`src/tac_pkg.sv`:
```
// Shared constants and types of the thermal alarm configuration block
package tac_pkg;

   // Register pointers
   localparam logic [3:0] TAC_PTR_CAPS = 4'h0;
   localparam logic [3:0] TAC_PTR_CFG  = 4'h1;

   // Capability field positions
   localparam int TAC_CAP_SD_REL_BIT  = 7;
   localparam int TAC_CAP_TIMEOUT_BIT = 6;
   localparam int TAC_CAP_X_BIT       = 5;
   localparam int TAC_CAP_RES_LSB     = 3;
   localparam int TAC_CAP_RANGE_BIT   = 2;
   localparam int TAC_CAP_ACCUR_BIT   = 1;
   localparam int TAC_CAP_ALARM_BIT   = 0;

   // Configuration field positions
   localparam int TAC_CFG_RST_CLR_BIT = 13;
   localparam int TAC_CFG_RST_OCC_BIT = 12;
   localparam int TAC_CFG_RST_EN_BIT  = 11;
   localparam int TAC_CFG_HYST_LSB    = 9;
   localparam int TAC_CFG_OFF_BIT     = 8;
   localparam int TAC_CFG_CLOCK_BIT   = 7;
   localparam int TAC_CFG_WLOCK_BIT   = 6;
   localparam int TAC_CFG_CLEAR_BIT   = 5;
   localparam int TAC_CFG_STS_BIT     = 4;
   localparam int TAC_CFG_EN_BIT      = 3;
   localparam int TAC_CFG_CONLY_BIT   = 2;
   localparam int TAC_CFG_POL_BIT     = 1;
   localparam int TAC_CFG_MODE_BIT    = 0;

   localparam logic [15:0] TAC_CFG_RESET = 16'h0001;

   // Resolution codes
   localparam logic [1:0] TAC_RES_9B  = 2'h0;
   localparam logic [1:0] TAC_RES_10B = 2'h1;
   localparam logic [1:0] TAC_RES_11B = 2'h2;
   localparam logic [1:0] TAC_RES_12B = 2'h3;

   // Hysteresis in quarter degrees (limit LSB is 0.25 C)
   localparam logic [11:0] TAC_HYST_OFF = 12'h000;
   localparam logic [11:0] TAC_HYST_1P5 = 12'h006;
   localparam logic [11:0] TAC_HYST_3   = 12'h00C;
   localparam logic [11:0] TAC_HYST_6   = 12'h018;

   // Timing
   localparam int TAC_CLK_KHZ       = 25000;
   localparam int TAC_RST_PULSE_MS  = 160;
   localparam int TAC_RST_PULSE_CYC = TAC_RST_PULSE_MS * TAC_CLK_KHZ;
   localparam int TAC_TOUT_MIN_MS   = 25;
   localparam int TAC_TOUT_MAX_MS   = 35;
   localparam int TAC_TOUT_CYC      =
      ((TAC_TOUT_MIN_MS + TAC_TOUT_MAX_MS) / 2) * TAC_CLK_KHZ;

   typedef struct packed {
      logic signed [10:0] upper;
      logic signed [10:0] lower;
      logic signed [10:0] critical;
   } tac_limits_t;

   typedef struct packed {
      logic critical;
      logic above;
      logic below;
   } tac_flags_t;

   typedef struct packed {
      logic       reset_pulse_enable;
      logic [1:0] hyst;
      logic       sensor_shutdown;
      logic       critical_limit_lock;
      logic       window_lock;
      logic       alarm_enable;
      logic       critical_limit_alarm_only;
      logic       alarm_polarity;
      logic       alarm_mode;
   } tac_cfg_t;

endpackage

```
`src/tac_sync.sv`:
```
// Two-flop synchroniser for levels from outside the clock domain
`timescale 1ns/1ps
`default_nettype none
module tac_sync
#(
   parameter int W = 1
)
(
   input  wire logic         mclk,
   input  wire logic         rst,
   input  wire logic [W-1:0] async_in,
   output logic      [W-1:0] sync_out
);
   logic [W-1:0] meta_q;

   if (W < 1)
   begin : g_chk
      $error("tac_sync: W must be at least one");
   end

   always_ff @(posedge mclk or posedge rst)
   begin
      if (rst)
      begin
         meta_q   <= '1;
         sync_out <= '1;
      end
      else
      begin
         meta_q   <= async_in;
         sync_out <= meta_q;
      end
   end
endmodule
`default_nettype wire

```
`src/tac_timer.sv`:
```
// Restartable one-shot cycle timer
`timescale 1ns/1ps
`default_nettype none
module tac_timer
#(
   parameter int CYC = 16
)
(
   input  wire logic mclk,
   input  wire logic rst,
   input  wire logic start,
   input  wire logic stop,
   output logic      busy,
   output logic      done
);
   localparam int CW = $clog2(CYC + 1);
   localparam logic [CW-1:0] LOAD = CW'(CYC);

   logic [CW-1:0] cnt_q;

   if (CYC < 1)
   begin : g_chk
      $error("tac_timer: CYC must be at least one");
   end

   assign busy = (cnt_q != '0);

   always_ff @(posedge mclk or posedge rst)
   begin
      if (rst)
      begin
         cnt_q <= '0;
         done  <= 1'b0;
      end
      else
      begin
         done <= 1'b0;
         if (stop)
            cnt_q <= '0;
         else if (start)
            cnt_q <= LOAD;
         else if (busy)
         begin
            cnt_q <= cnt_q - CW'(1);
            done  <= (cnt_q == CW'(1));
         end
      end
   end
endmodule
`default_nettype wire

```
`src/tac_alarm_config.sv`:
```
// Capability/configuration registers, alarm and overheat reset logic
`timescale 1ns/1ps
`default_nettype none
module tac_alarm_config
   import tac_pkg::*;
#(
   parameter int   RST_PULSE_CYC = TAC_RST_PULSE_CYC,
   parameter int   TIMEOUT_CYC   = TAC_TOUT_CYC,
   parameter logic CAP_SD_REL    = 1'b0,
   parameter logic CAP_TIMEOUT   = 1'b1,
   parameter logic CAP_X         = 1'b1,
   parameter logic CAP_RANGE     = 1'b1,
   parameter logic CAP_ACCURACY  = 1'b1,
   parameter logic CAP_ALARM     = 1'b1
)
(
   input  wire logic        mclk,
   input  wire logic        rst,
   input  wire logic [3:0]  reg_ptr,
   input  wire logic        reg_wr,
   input  wire logic [15:0] reg_wdata,
   output logic      [15:0] reg_rdata,
   input  wire logic [1:0]  temp_resolution,
   input  wire logic        sample_done,
   input  wire logic signed [10:0] sample_temp,
   input  wire tac_limits_t limits,
   input  wire logic        scl_in,
   output logic             sensor_active,
   output logic             critical_limit_lock,
   output logic             window_lock,
   output tac_flags_t       flags,
   output logic             alarm_o,
   output logic             alarm_oe,
   output logic             overheat_reset_output_o,
   output logic             overheat_reset_output_oe,
   output logic             bus_timeout
);
   tac_cfg_t   cfg_q;
   tac_flags_t flags_d;
   logic       rst_occ_q;
   logic       off_prev_q;
   logic       hold_off_q;
   logic       latch_q;
   logic       window_prev_q;
   logic       crit_seen_q;
   logic       alarm_act_q;
   logic       smp;
   logic       cfg_wr;
   logic       any_lock;
   logic       rst_start;
   logic       rst_busy;
   logic       scl_s;
   logic       scl_prev_q;
   // Signed, else negative temperatures would compare as unsigned
   logic signed [11:0] hyst;
   logic       window_now;

   function automatic logic [11:0] hyst_of(input logic [1:0] code);
      case (code)
         2'h0:    hyst_of = TAC_HYST_OFF;
         2'h1:    hyst_of = TAC_HYST_1P5;
         2'h2:    hyst_of = TAC_HYST_3;
         default: hyst_of = TAC_HYST_6;
      endcase
   endfunction

   function automatic logic signed [11:0] ext(input logic signed [10:0] v);
      ext = {v[10], v};
   endfunction

   if (RST_PULSE_CYC < 1 || TIMEOUT_CYC < 1)
   begin : g_chk
      $error("tac_alarm_config: cycle counts must be positive");
   end

   assign cfg_wr   = reg_wr && (reg_ptr == TAC_PTR_CFG);
   assign any_lock = cfg_q.critical_limit_lock | cfg_q.window_lock;
   assign smp      = sample_done & ~cfg_q.sensor_shutdown;
   assign hyst     = hyst_of(cfg_q.hyst);

   assign sensor_active       = ~cfg_q.sensor_shutdown;
   assign critical_limit_lock = cfg_q.critical_limit_lock;
   assign window_lock         = cfg_q.window_lock;

   // Configuration writes; reserved bits 15,14 are simply not stored
   always_ff @(posedge mclk or posedge rst)
   begin
      if (rst)
         cfg_q <= tac_cfg_t'({TAC_CFG_RESET[11:6],
                              TAC_CFG_RESET[3:0]});
      else if (cfg_wr)
      begin
         cfg_q.reset_pulse_enable <= reg_wdata[TAC_CFG_RST_EN_BIT];
         if (!any_lock)
         begin
            cfg_q.hyst <= reg_wdata[TAC_CFG_HYST_LSB +: 2];
            cfg_q.alarm_enable <= reg_wdata[TAC_CFG_EN_BIT];
         end
         if (!reg_wdata[TAC_CFG_OFF_BIT] || !any_lock)
            cfg_q.sensor_shutdown <= reg_wdata[TAC_CFG_OFF_BIT];
         if (reg_wdata[TAC_CFG_CLOCK_BIT])
            cfg_q.critical_limit_lock <= 1'b1;
         if (reg_wdata[TAC_CFG_WLOCK_BIT])
            cfg_q.window_lock <= 1'b1;
         if (!cfg_q.window_lock)
            cfg_q.critical_limit_alarm_only <=
               reg_wdata[TAC_CFG_CONLY_BIT];
         cfg_q.alarm_polarity <= reg_wdata[TAC_CFG_POL_BIT];
         cfg_q.alarm_mode     <= reg_wdata[TAC_CFG_MODE_BIT];
      end
   end

   // Limit flags with hysteresis, judged on each sample taken outside shutdown
   always_comb
   begin
      flags_d = flags;
      if (ext(sample_temp) > ext(limits.critical))
         flags_d.critical = 1'b1;
      else if (ext(sample_temp) <= ext(limits.critical) - hyst)
         flags_d.critical = 1'b0;
      if (ext(sample_temp) > ext(limits.upper))
         flags_d.above = 1'b1;
      else if (ext(sample_temp) <= ext(limits.upper) - hyst)
         flags_d.above = 1'b0;
      if (ext(sample_temp) < ext(limits.lower) - hyst)
         flags_d.below = 1'b1;
      else if (ext(sample_temp) >= ext(limits.lower))
         flags_d.below = 1'b0;
   end

   always_ff @(posedge mclk or posedge rst)
   begin
      if (rst)
         flags <= '0;
      else if (smp)
         flags <= flags_d;
   end

   assign window_now = flags.above | flags.below;

   // Latched alarm: set on a new window condition, set beats clear
   always_ff @(posedge mclk or posedge rst)
   begin
      if (rst)
      begin
         latch_q       <= 1'b0;
         window_prev_q <= 1'b0;
      end
      else
      begin
         window_prev_q <= window_now;
         if (window_now && !window_prev_q)
            latch_q <= 1'b1;
         else if (cfg_wr && reg_wdata[TAC_CFG_CLEAR_BIT] &&
                  cfg_q.alarm_mode)
            latch_q <= 1'b0;
         else if (!cfg_q.alarm_mode)
            latch_q <= window_now;
      end
   end

   // Shutdown entry may release the alarm until the next sample
   always_ff @(posedge mclk or posedge rst)
   begin
      if (rst)
      begin
         off_prev_q <= 1'b0;
         hold_off_q <= 1'b0;
      end
      else
      begin
         off_prev_q <= cfg_q.sensor_shutdown;
         if (cfg_q.sensor_shutdown && !off_prev_q && CAP_SD_REL)
            hold_off_q <= 1'b1;
         else if (smp)
            hold_off_q <= 1'b0;
      end
   end

   // Frozen flags in shutdown keep the output unchanged when not released
   always_ff @(posedge mclk or posedge rst)
   begin
      if (rst)
         alarm_act_q <= 1'b0;
      else
         alarm_act_q <= cfg_q.alarm_enable && !hold_off_q &&
            (flags.critical ||
             (!cfg_q.critical_limit_alarm_only &&
              (cfg_q.alarm_mode ? latch_q : window_now)));
   end

   // Open drain: only the low level is driven
   assign alarm_o  = 1'b0;
   assign alarm_oe = ~(alarm_act_q ^ ~cfg_q.alarm_polarity);

   // Overheat reset pulse: critical seen, then below lower limit
   assign rst_start = smp && cfg_q.reset_pulse_enable && crit_seen_q &&
                      !flags_d.critical && flags_d.below && !rst_busy;

   always_ff @(posedge mclk or posedge rst)
   begin
      if (rst)
         crit_seen_q <= 1'b0;
      else if (smp && flags_d.critical)
         crit_seen_q <= 1'b1;
      else if (rst_start)
         crit_seen_q <= 1'b0;
   end

   tac_timer #(.CYC(RST_PULSE_CYC)) u_rst_pulse
   (
      .mclk  (mclk),
      .rst   (rst),
      .start (rst_start),
      .stop  (1'b0),
      .busy  (rst_busy),
      .done  ()
   );

   // Disabling mid-pulse releases the pin; the status bit is left alone
   assign overheat_reset_output_o  = 1'b0;
   assign overheat_reset_output_oe = rst_busy &&
                                     cfg_q.reset_pulse_enable;

   always_ff @(posedge mclk or posedge rst)
   begin
      if (rst)
         rst_occ_q <= 1'b0;
      else if (rst_start)
         rst_occ_q <= 1'b1;
      else if (cfg_wr && reg_wdata[TAC_CFG_RST_CLR_BIT])
         rst_occ_q <= 1'b0;
   end

   // Bus timeout: clock line held low too long; runs in shutdown too
   tac_sync #(.W(1)) u_scl_sync
   (
      .mclk     (mclk),
      .rst      (rst),
      .async_in (scl_in),
      .sync_out (scl_s)
   );

   always_ff @(posedge mclk or posedge rst)
   begin
      if (rst)
         scl_prev_q <= 1'b1;
      else
         scl_prev_q <= scl_s;
   end

   tac_timer #(.CYC(TIMEOUT_CYC)) u_timeout
   (
      .mclk  (mclk),
      .rst   (rst),
      .start (scl_prev_q && !scl_s),
      .stop  (scl_s),
      .busy  (),
      .done  (bus_timeout)
   );

   // Read data; write-only bits and reserved bits read as zero
   always_ff @(posedge mclk or posedge rst)
   begin
      if (rst)
         reg_rdata <= 16'h0000;
      else
         case (reg_ptr)
            TAC_PTR_CAPS:
               reg_rdata <= {8'h00,
                             CAP_SD_REL,
                             CAP_TIMEOUT, CAP_X,
                             temp_resolution,
                             CAP_RANGE, CAP_ACCURACY, CAP_ALARM};
            TAC_PTR_CFG:
               reg_rdata <= {2'h0, 1'b0, rst_occ_q,
                             cfg_q.reset_pulse_enable, cfg_q.hyst,
                             cfg_q.sensor_shutdown,
                             cfg_q.critical_limit_lock, cfg_q.window_lock,
                             1'b0, alarm_act_q,
                             cfg_q.alarm_enable,
                             cfg_q.critical_limit_alarm_only,
                             cfg_q.alarm_polarity, cfg_q.alarm_mode};
            default:
               reg_rdata <= 16'h0000;
         endcase
   end
endmodule
`default_nettype wire

```
`config.mk`:
```
export PLATFORM = sky130hd
export DESIGN_NAME = tac_alarm_config
export DESIGN_NICKNAME = d
export VERILOG_FILES = /design/src/tac_pkg.sv /design/src/tac_sync.sv /design/src/tac_timer.sv /design/src/tac_alarm_config.sv
export SDC_FILE = /design/constraint.sdc
export NUM_CORES = 1
export LEC_CHECK = 0
export ABC_AREA = 1
export BUFFER_PORTS_ARGS = -buffer_cell sky130_fd_sc_hd__buf_2
export CORE_AREA = 3 3 123 125
export CTS_CLUSTER_DIAMETER = 150
export DETAILED_ROUTE_END_ITERATION = 8
export DIE_AREA = 0 0 126 128
export GPL_TIMING_DRIVEN = 0
export PLACE_DENSITY = 0.7
export SLEW_MARGIN = 40
export SYNTH_ARGS = -nofsm -noshare
export SYNTH_HDL_FRONTEND = slang
export SYNTH_SLANG_ARGS = --single-unit
export TNS_END_PERCENT = 5
```
`constraint.sdc`:
```
create_clock -name mclk -period 3.5 [get_ports mclk]
set_input_delay 0.7 -clock mclk [delete_from_list [all_inputs] [get_ports mclk]]
set_output_delay 0.7 -clock mclk [all_outputs]
set_load 0.03 [all_outputs]
```
After elaboration in Yosys (flattened, before gate mapping). Index checks and enable logic that the tools add are counted. Widths: inputs -> output; s select.

Bits of input ports: 71. Output and inout port bits: 27. Bits in registers: 80. Word-level logic and storage cells: 110.

$add $sub $neg: 5. Mux-type cells: 23. Order comparisons: 6. Bitwise gates (word level): 9. Reduce and logical (&&, ||, !) cells: 39. Eq/ne operators: 4.

Operators with widths (count): $mux 20 (3); $mux 22 (2); $sub 11x6->12 (3); $pmux 13 s2 (1); $le 11x12->1 (2); $gt 11x11->1 (2); $reduce_bool 22->1 (1); $sub 22x1->22 const B (1); $eq 20x1->1 const B (1); $reduce_bool 20->1 (1); $sub 20x1->20 const B (1); $mux 1 (16); $logic_and 1x1->1 (15); $pmux 5 s3 (1); $lt 11x12->1 (1); $reduce_and 2->1 (6); $ge 11x11->1 (1); $reduce_bool 2->1 (4); $logic_not 1->1 (7); $not 1->1 (5); $eq 4x1->1 const B (1); $logic_not 4->1 (1); $reduce_bool 3->1 (1); $eq 2x1->1 const B (1); other kinds (6) (8).

Logic depth before layout (Yosys ltp).
Depth in word-level cells: 12. Gate-level depth with buffers: 25. Mapped depth without buffers: 25.

Cells and area by module. From an unflattened synthesis, not the netlist that was laid out.

Cell total of the unflattened synthesis: 950. Area total of the unflattened synthesis: 6736.5 µm².

By module, submodules not included: tac_alarm_config (sequential area each 803.3 µm², area an instance 3798.6 µm², times used 1, cells an instance 523); tac_timer at u_rst_pulse (sequential area each 575.6 µm², area an instance 1545.2 µm², times used 1, cells an instance 232); tac_timer at u_timeout (sequential area each 525.5 µm², area an instance 1336.3 µm², times used 1, cells an instance 192); tac_sync (sequential area each 52.6 µm², area an instance 56.3 µm², times used 1, cells an instance 3).

Worst setup path before layout. Ideal clock, no wire load.

Path type: input -> register. Start point: in limits[12] (netlist bit). End point: reg crit_seen_q. Path slack: 157 ps. Arrival time: 3226 ps. Stages on the path: 24. Setup time: 117 ps. Data required time: 3383 ps. Buffers on the path: 0. Path through: inv_1 > ha_1 > inv_1 > fa_1 > nand2_1 > a21oi_1 > nor4_1 > nand3_1 > o21ai_0 > inv_1 > ha_1 > nand2_1 > inv_1 > nand2_1 > nor2_1 > nand2_1 > nand3_1 > nand2_1 > nand2_1 > inv_1 > nand2_1 > nand4_2 > nand2_1 > nand2_1.

Cells in the longest elaborated chain, start to end: 6. Elaborated cells on any way between the ends: 8. Classes of those cells: 1 x add/sub; 2 x order compare; 2 x mux; 3 x reduce/logical.

Ends and longest elaborated chain: start: declaration (RTL line tac_alarm_config.sv:26) `input wire tac_limits_t limits,`; $sub 11x6->12 / $ge 11x11->1 (equally long branches) (RTL line tac_alarm_config.sv:125, tac_alarm_config.sv:127); $lt 11x12->1 / $mux 1 (equally long branches) (RTL line tac_alarm_config.sv:125, tac_alarm_config.sv:127); $mux 1 (*) (RTL line tac_alarm_config.sv:125) `if (ext(sample_temp) < ext(limits.lower) - hyst)`; $logic_and 1x1->1 (*) (2 in series) (RTL line tac_alarm_config.sv:198) `!flags_d.critical && flags_d.below && !rst_busy;`; $reduce_bool 2->1 (no line) (*); end signal: assignment (RTL line tac_alarm_config.sv:203) `crit_seen_q <= 1'b0;`; end signal: assignment (RTL line tac_alarm_config.sv:205) `crit_seen_q <= 1'b1;`; end signal: assignment (RTL line tac_alarm_config.sv:207) `crit_seen_q <= 1'b0;`; end: declaration (RTL line tac_alarm_config.sv:45) `logic crit_seen_q;`.

Every way passes the cells marked *; elsewhere a longest branch is shown, timed or not. A chain may end at the register's enable or synchronous reset.

Worst setup path in the final report.
Start point: reg cfg_q[8] (netlist bit). End point: reg u_rst_pulse.cnt_q[1].

Cells in the longest elaborated chain, start to end: 11. Elaborated cells on any way between the ends: 17. Classes of those cells: 2 x add/sub; 2 x order compare; 2 x eq/ne; 5 x mux; 6 x reduce/logical.

Ends and longest elaborated chain: start: declaration (RTL line tac_alarm_config.sv:38) `tac_cfg_t cfg_q;`; start signal: assignment (RTL line tac_alarm_config.sv:89) `cfg_q <= tac_cfg_t'({TAC_CFG_RESET[11:6],`; $eq 2x2->1, or another cell as far along (RTL line tac_alarm_config.sv:59) `case (code)`; $pmux 5 s3 (*) (RTL line tac_alarm_config.sv:59); $sub 11x6->12 (RTL line tac_alarm_config.sv:119) `else if (ext(sample_temp) <= ext(limits.critical) - hyst)`; $le 11x12->1 (RTL line tac_alarm_config.sv:119); $mux 1 (RTL line tac_alarm_config.sv:119); $mux 1 (RTL line tac_alarm_config.sv:117) `if (ext(sample_temp) > ext(limits.critical))`; $logic_not 1->1 (RTL line tac_alarm_config.sv:198); $logic_and 1x1->1 (RTL line tac_alarm_config.sv:197) `assign rst_start = smp && cfg_q.reset_pulse_enable && crit_seen_q &&`; $logic_and 1x1->1 (*) (2 in series) (RTL line tac_alarm_config.sv:198); $mux 22 / $reduce_bool 2->1 (equally long branches); end signal: assignment (RTL line tac_timer.sv:44) `cnt_q <= cnt_q - CW'(1);`; end: declaration (RTL line tac_timer.sv:19) `logic [CW-1:0] cnt_q;`.

Marked as above.

==> impl_metrics.yaml <==
outcome:
  status: "finished clean"
layout:
  num-fill-cells: 1320
  multi_input_area_sq_um: 4008
  final_cell_mix: "nand2_1 (161), inv_1 (138), buf_2 (88)"
  final_layout_size_suffix_gt1_frac: 0.2139
  n_antenna_cell: 0
  seq_area_sq_um: 1933
  design_area_sq_um: 7625
  syn_to_final_growth_pct: 20.24
  final_common_cell: "nand2_1"
  layout.nets: 1101
timing:
  setup_violations: 0
  fin_ws_ns: 0.1820
  max_freq_mhz: 301.4
  rsz0062_at_grt: "yes"
  drv_slew: 0
  post-route-min-period_ns: 3.318
  hold_violations: 0
  clock_skew_ns: 0.009157
  fin_crit_sh: 0.9480
pwr:
  clkPwrFrac: 0.306
  ir_drop_v: 0.0002517
  p_sw_frac: 0.3595
  comb_power_share: 0.336
  power.share.sequential: 0.358
  power_density_nw_per_um2: 396.7
  internal-power_mw: 1.938
  p_leak_nw: 4.100
  p_sw_mw: 1.087
setup_path:
  critPathMostFrequentCell: "nand2_1"
  critPathTopFamily: "simple AND/OR/NAND/NOR gates"
  cp_slowest_stage_delay_ns: 0.38
  crit_path_end_kind: "flip-flop"
  required_ns: 3.72
  setup.worst_path.start_class: "flip-flop"
  arrival_ns: 3.54
  critPathSlowestCell: "dfrtp_1"
  critPathMaxFanout: 5
  path_cells: "inv_2 -> buf_4 -> ha_4 -> a21oi_1 -> o21ai_2 -> nand2_1 -> nand2_1 -> nor2_2 -> nand2_2 -> nor3_4 -> xor2_1 -> ha_1 -> nand2_2 -> nor2_4 -> and2_4 -> nand2_1 -> nand3_1 -> nand2_1 -> nand3_2 -> nand2_2 -> nor2_4 -> nand2_4 -> nand3_2 -> nand2_1"
  path_buf_inv: 2
  critPathKind: "reg -> reg"
routing:
  drt_iter0_drc: 339
  num_vias: 5540
  drc_errors: 0
  vias_per_cell: 4.907
  wirelength_um: 14370
  post_drt_wl_per_cell_um: 12.73
  final_antenna_net_count: 0
  drt_first_pass_iters: 5
die:
  die_h_um: 128
  die_x_um: 126
  dieArea_sq_um: 16130
  start_util: 0.4533
  coreArea_sq_um: 13990
  row_count: 43
  ios: 98
yosys:
  synthAdderAreaFrac: 0.1732
  ys_seq_elements: 77
  ys_types: 50
  ys_async_sr_fraction: 1.000
  synthFlopType: "dfrtp_1"
  synth_area_sq_um: 6341
  synth_edf_count: 0
  syn_avg_cell_area_sq_um: 7.621
  muxShareOfSynthArea: 0.004736
  syn_inst: 832
  synthSimpleGateAreaFrac: 0.2725
  seq_area_frac_synth: 0.3047
  synth_xor_area_frac: 0.05939
  synth-compound-area-share: 0.08623
  ys_warn_count: 0
  synth_top_family_by_area: "simple AND/OR/NAND/NOR gates"
clock_tree:
  cts-root-buf: "clkbuf_16"
  clk_latency_ns: 0.33
  clockBufferDepth: 2
  cts_hold_buf: 0
  h-tree-depth: 3
  cts_sinks: 77
  cts_tree: "yes"
  numCtsBuffers: 9
  clkTransAtPathRegs_ns: 0.06
placed_design:
  dpl_cell_area_sq_um: 7054
  dpl_worst_slack_ns: -0.4970
  place_hpwl_um: 11600
  gp_congestion: 0.8910
  io_buffers: 88
grt:
  grt_max_degree: 52
  antenna_found_initial: 0
  overflow: 0
  use_met2: 0.2811
  grtUsageTotal: 0.1809
  met1_usage: 0.2632
  grt_use_met3: 0.03667
  grt_pass1_vias: 5107
  busiest_layer: "met2"
  grt_pass1_wl_um: 23900
flow_run:
  drv_cap: 0
worst_hold_path:
  hold_path.class: "in -> async"
-- final timing paths --
path	startpoint	endpoint	slack [ns]	cells past startpoint
worst min-delay path	rst	u_timeout.cnt_q[19]$_DFFE_PP0P_	0.32	2
min in group mclk	u_scl_sync.meta_q$_DFF_PP1_	u_scl_sync.sync_out$_DFF_PP1_	0.36	0
worst max-delay path	cfg_q[8]$_DFFE_PP0P_	u_rst_pulse.cnt_q[1]$_DFFE_PP0P_	0.18	24
worst max register to register	cfg_q[8]$_DFFE_PP0P_	u_rst_pulse.cnt_q[1]$_DFFE_PP0P_	0.18	24
max in group asynchronous	rst	cfg_q[0]$_DFFE_PP1P_	2.62	3
worst min register to register	u_scl_sync.meta_q$_DFF_PP1_	u_scl_sync.sync_out$_DFF_PP1_	0.36	0
-- cell type report --
| type | instances | share of cell area |
|---|---|---|
| multi-input combinational | 605 | 0.5256 |
| clock buffer | 11 | 0.03183 |
| buffer | 6 | 0.007548 |
| sequential | 77 | 0.2535 |
| inverter | 148 | 0.07516 |
| tap | 180 | 0.02954 |
| timing repair buffer | 97 | 0.06925 |
| clock inverter | 5 | 0.007548 |
-- synthesized netlist by cell type, drive strengths merged, types with 5 or more instances --
cell | n | area share
inv | 147 | 0.087
ha | 83 | 0.16
and2 | 5 | 0.0049
a31oi | 5 | 0.0049
a21oi | 51 | 0.041
nor2 | 95 | 0.065
or2 | 14 | 0.014
xnor2 | 7 | 0.0097
o21ai | 30 | 0.024
nand2 | 177 | 0.11
nand4 | 16 | 0.019
nand3 | 34 | 0.028
nor4 | 9 | 0.011
xor2 | 36 | 0.050
buf | 6 | 0.0091
dfrtp | 73 | 0.29
nor3 | 14 | 0.016
-- cells by family after synthesis --
| kind of cell | Yosys count |
|---|---|
| buf+inv | 154 |
| other cells | 1 |
| xor+xnor | 43 |
| compound gates | 100 |
| mux | 3 |
| fa+ha+maj | 86 |
| simple gates | 368 |
| flops | 77 |
-- timing repair --
item / 4_1_cts / 5_1_grt
pin swaps: 4 / 18
setup endpoints to repair: 13 / 14
resized for setup: 12 / 39
setup buffers: 3 / 5
endpoints found under the hold margin: 0 / 0
-- routing by layer --
layer,vias to the layer above,part of all wire
met5,-,0
met4,0,0.011
met3,13,0.046
met2,122,0.43
met1,2507,0.51
li1,2898,-
-- power by group through the flow --
stage	clock [mW]	combinational [mW]	sequential [mW]
4_1_cts	0.953	0.986	1.08
3_5_place_dp	0	0.969	1.10
2_1_floorplan	0	0.686	1.11
5_1_grt	0.996	1.15	1.10
6_report	0.927	1.02	1.08
3_3_place_gp	0	0.943	1.09
-- worst reg2reg max path: cells and delay by family, from the launching register on --
family	cells	cell delay, ns
flip-flops	1	0.38
buffers and inverters	2	0.25
XOR/XNOR	1	0.09
adder cells (fa/ha/maj)	2	0.51
AND/OR/NAND/NOR	17	1.68
AO/OA/AOI/OAI	2	0.28
-- flip-flops by register name, summed over array words and instances (netlist names) --
register             flops
alarm_act_q              1
cfg_q                    8
crit_seen_q              1
critical_limit_lock      1
flags                    3
latch_q                  1
reg_rdata               13
rst_occ_q                1
scl_prev_q               1
u_rst_pulse.cnt_q       22
u_scl_sync.meta_q        1
u_scl_sync.sync_out      1
u_timeout.cnt_q         20
u_timeout.done           1
window_lock              1
window_prev_q            1
-- metrics by stage --
stage          hold slack [ns]  instances  total power, mW    util  setup TNS, ns
6_report                0.3161       1129            3.025  0.5451              0
5_1_grt                 0.3267       1129            3.244  0.5451        -0.6021
4_1_cts                 0.3156       1124            3.020  0.5312              0
3_5_place_dp            0.3487       1105            2.064  0.5043         -4.804
3_3_place_gp            0.3487       1104            2.036  0.5020         -8.324
2_1_floorplan           0.3452        836            1.795       -              0
(Power assumes the default switching activity.)
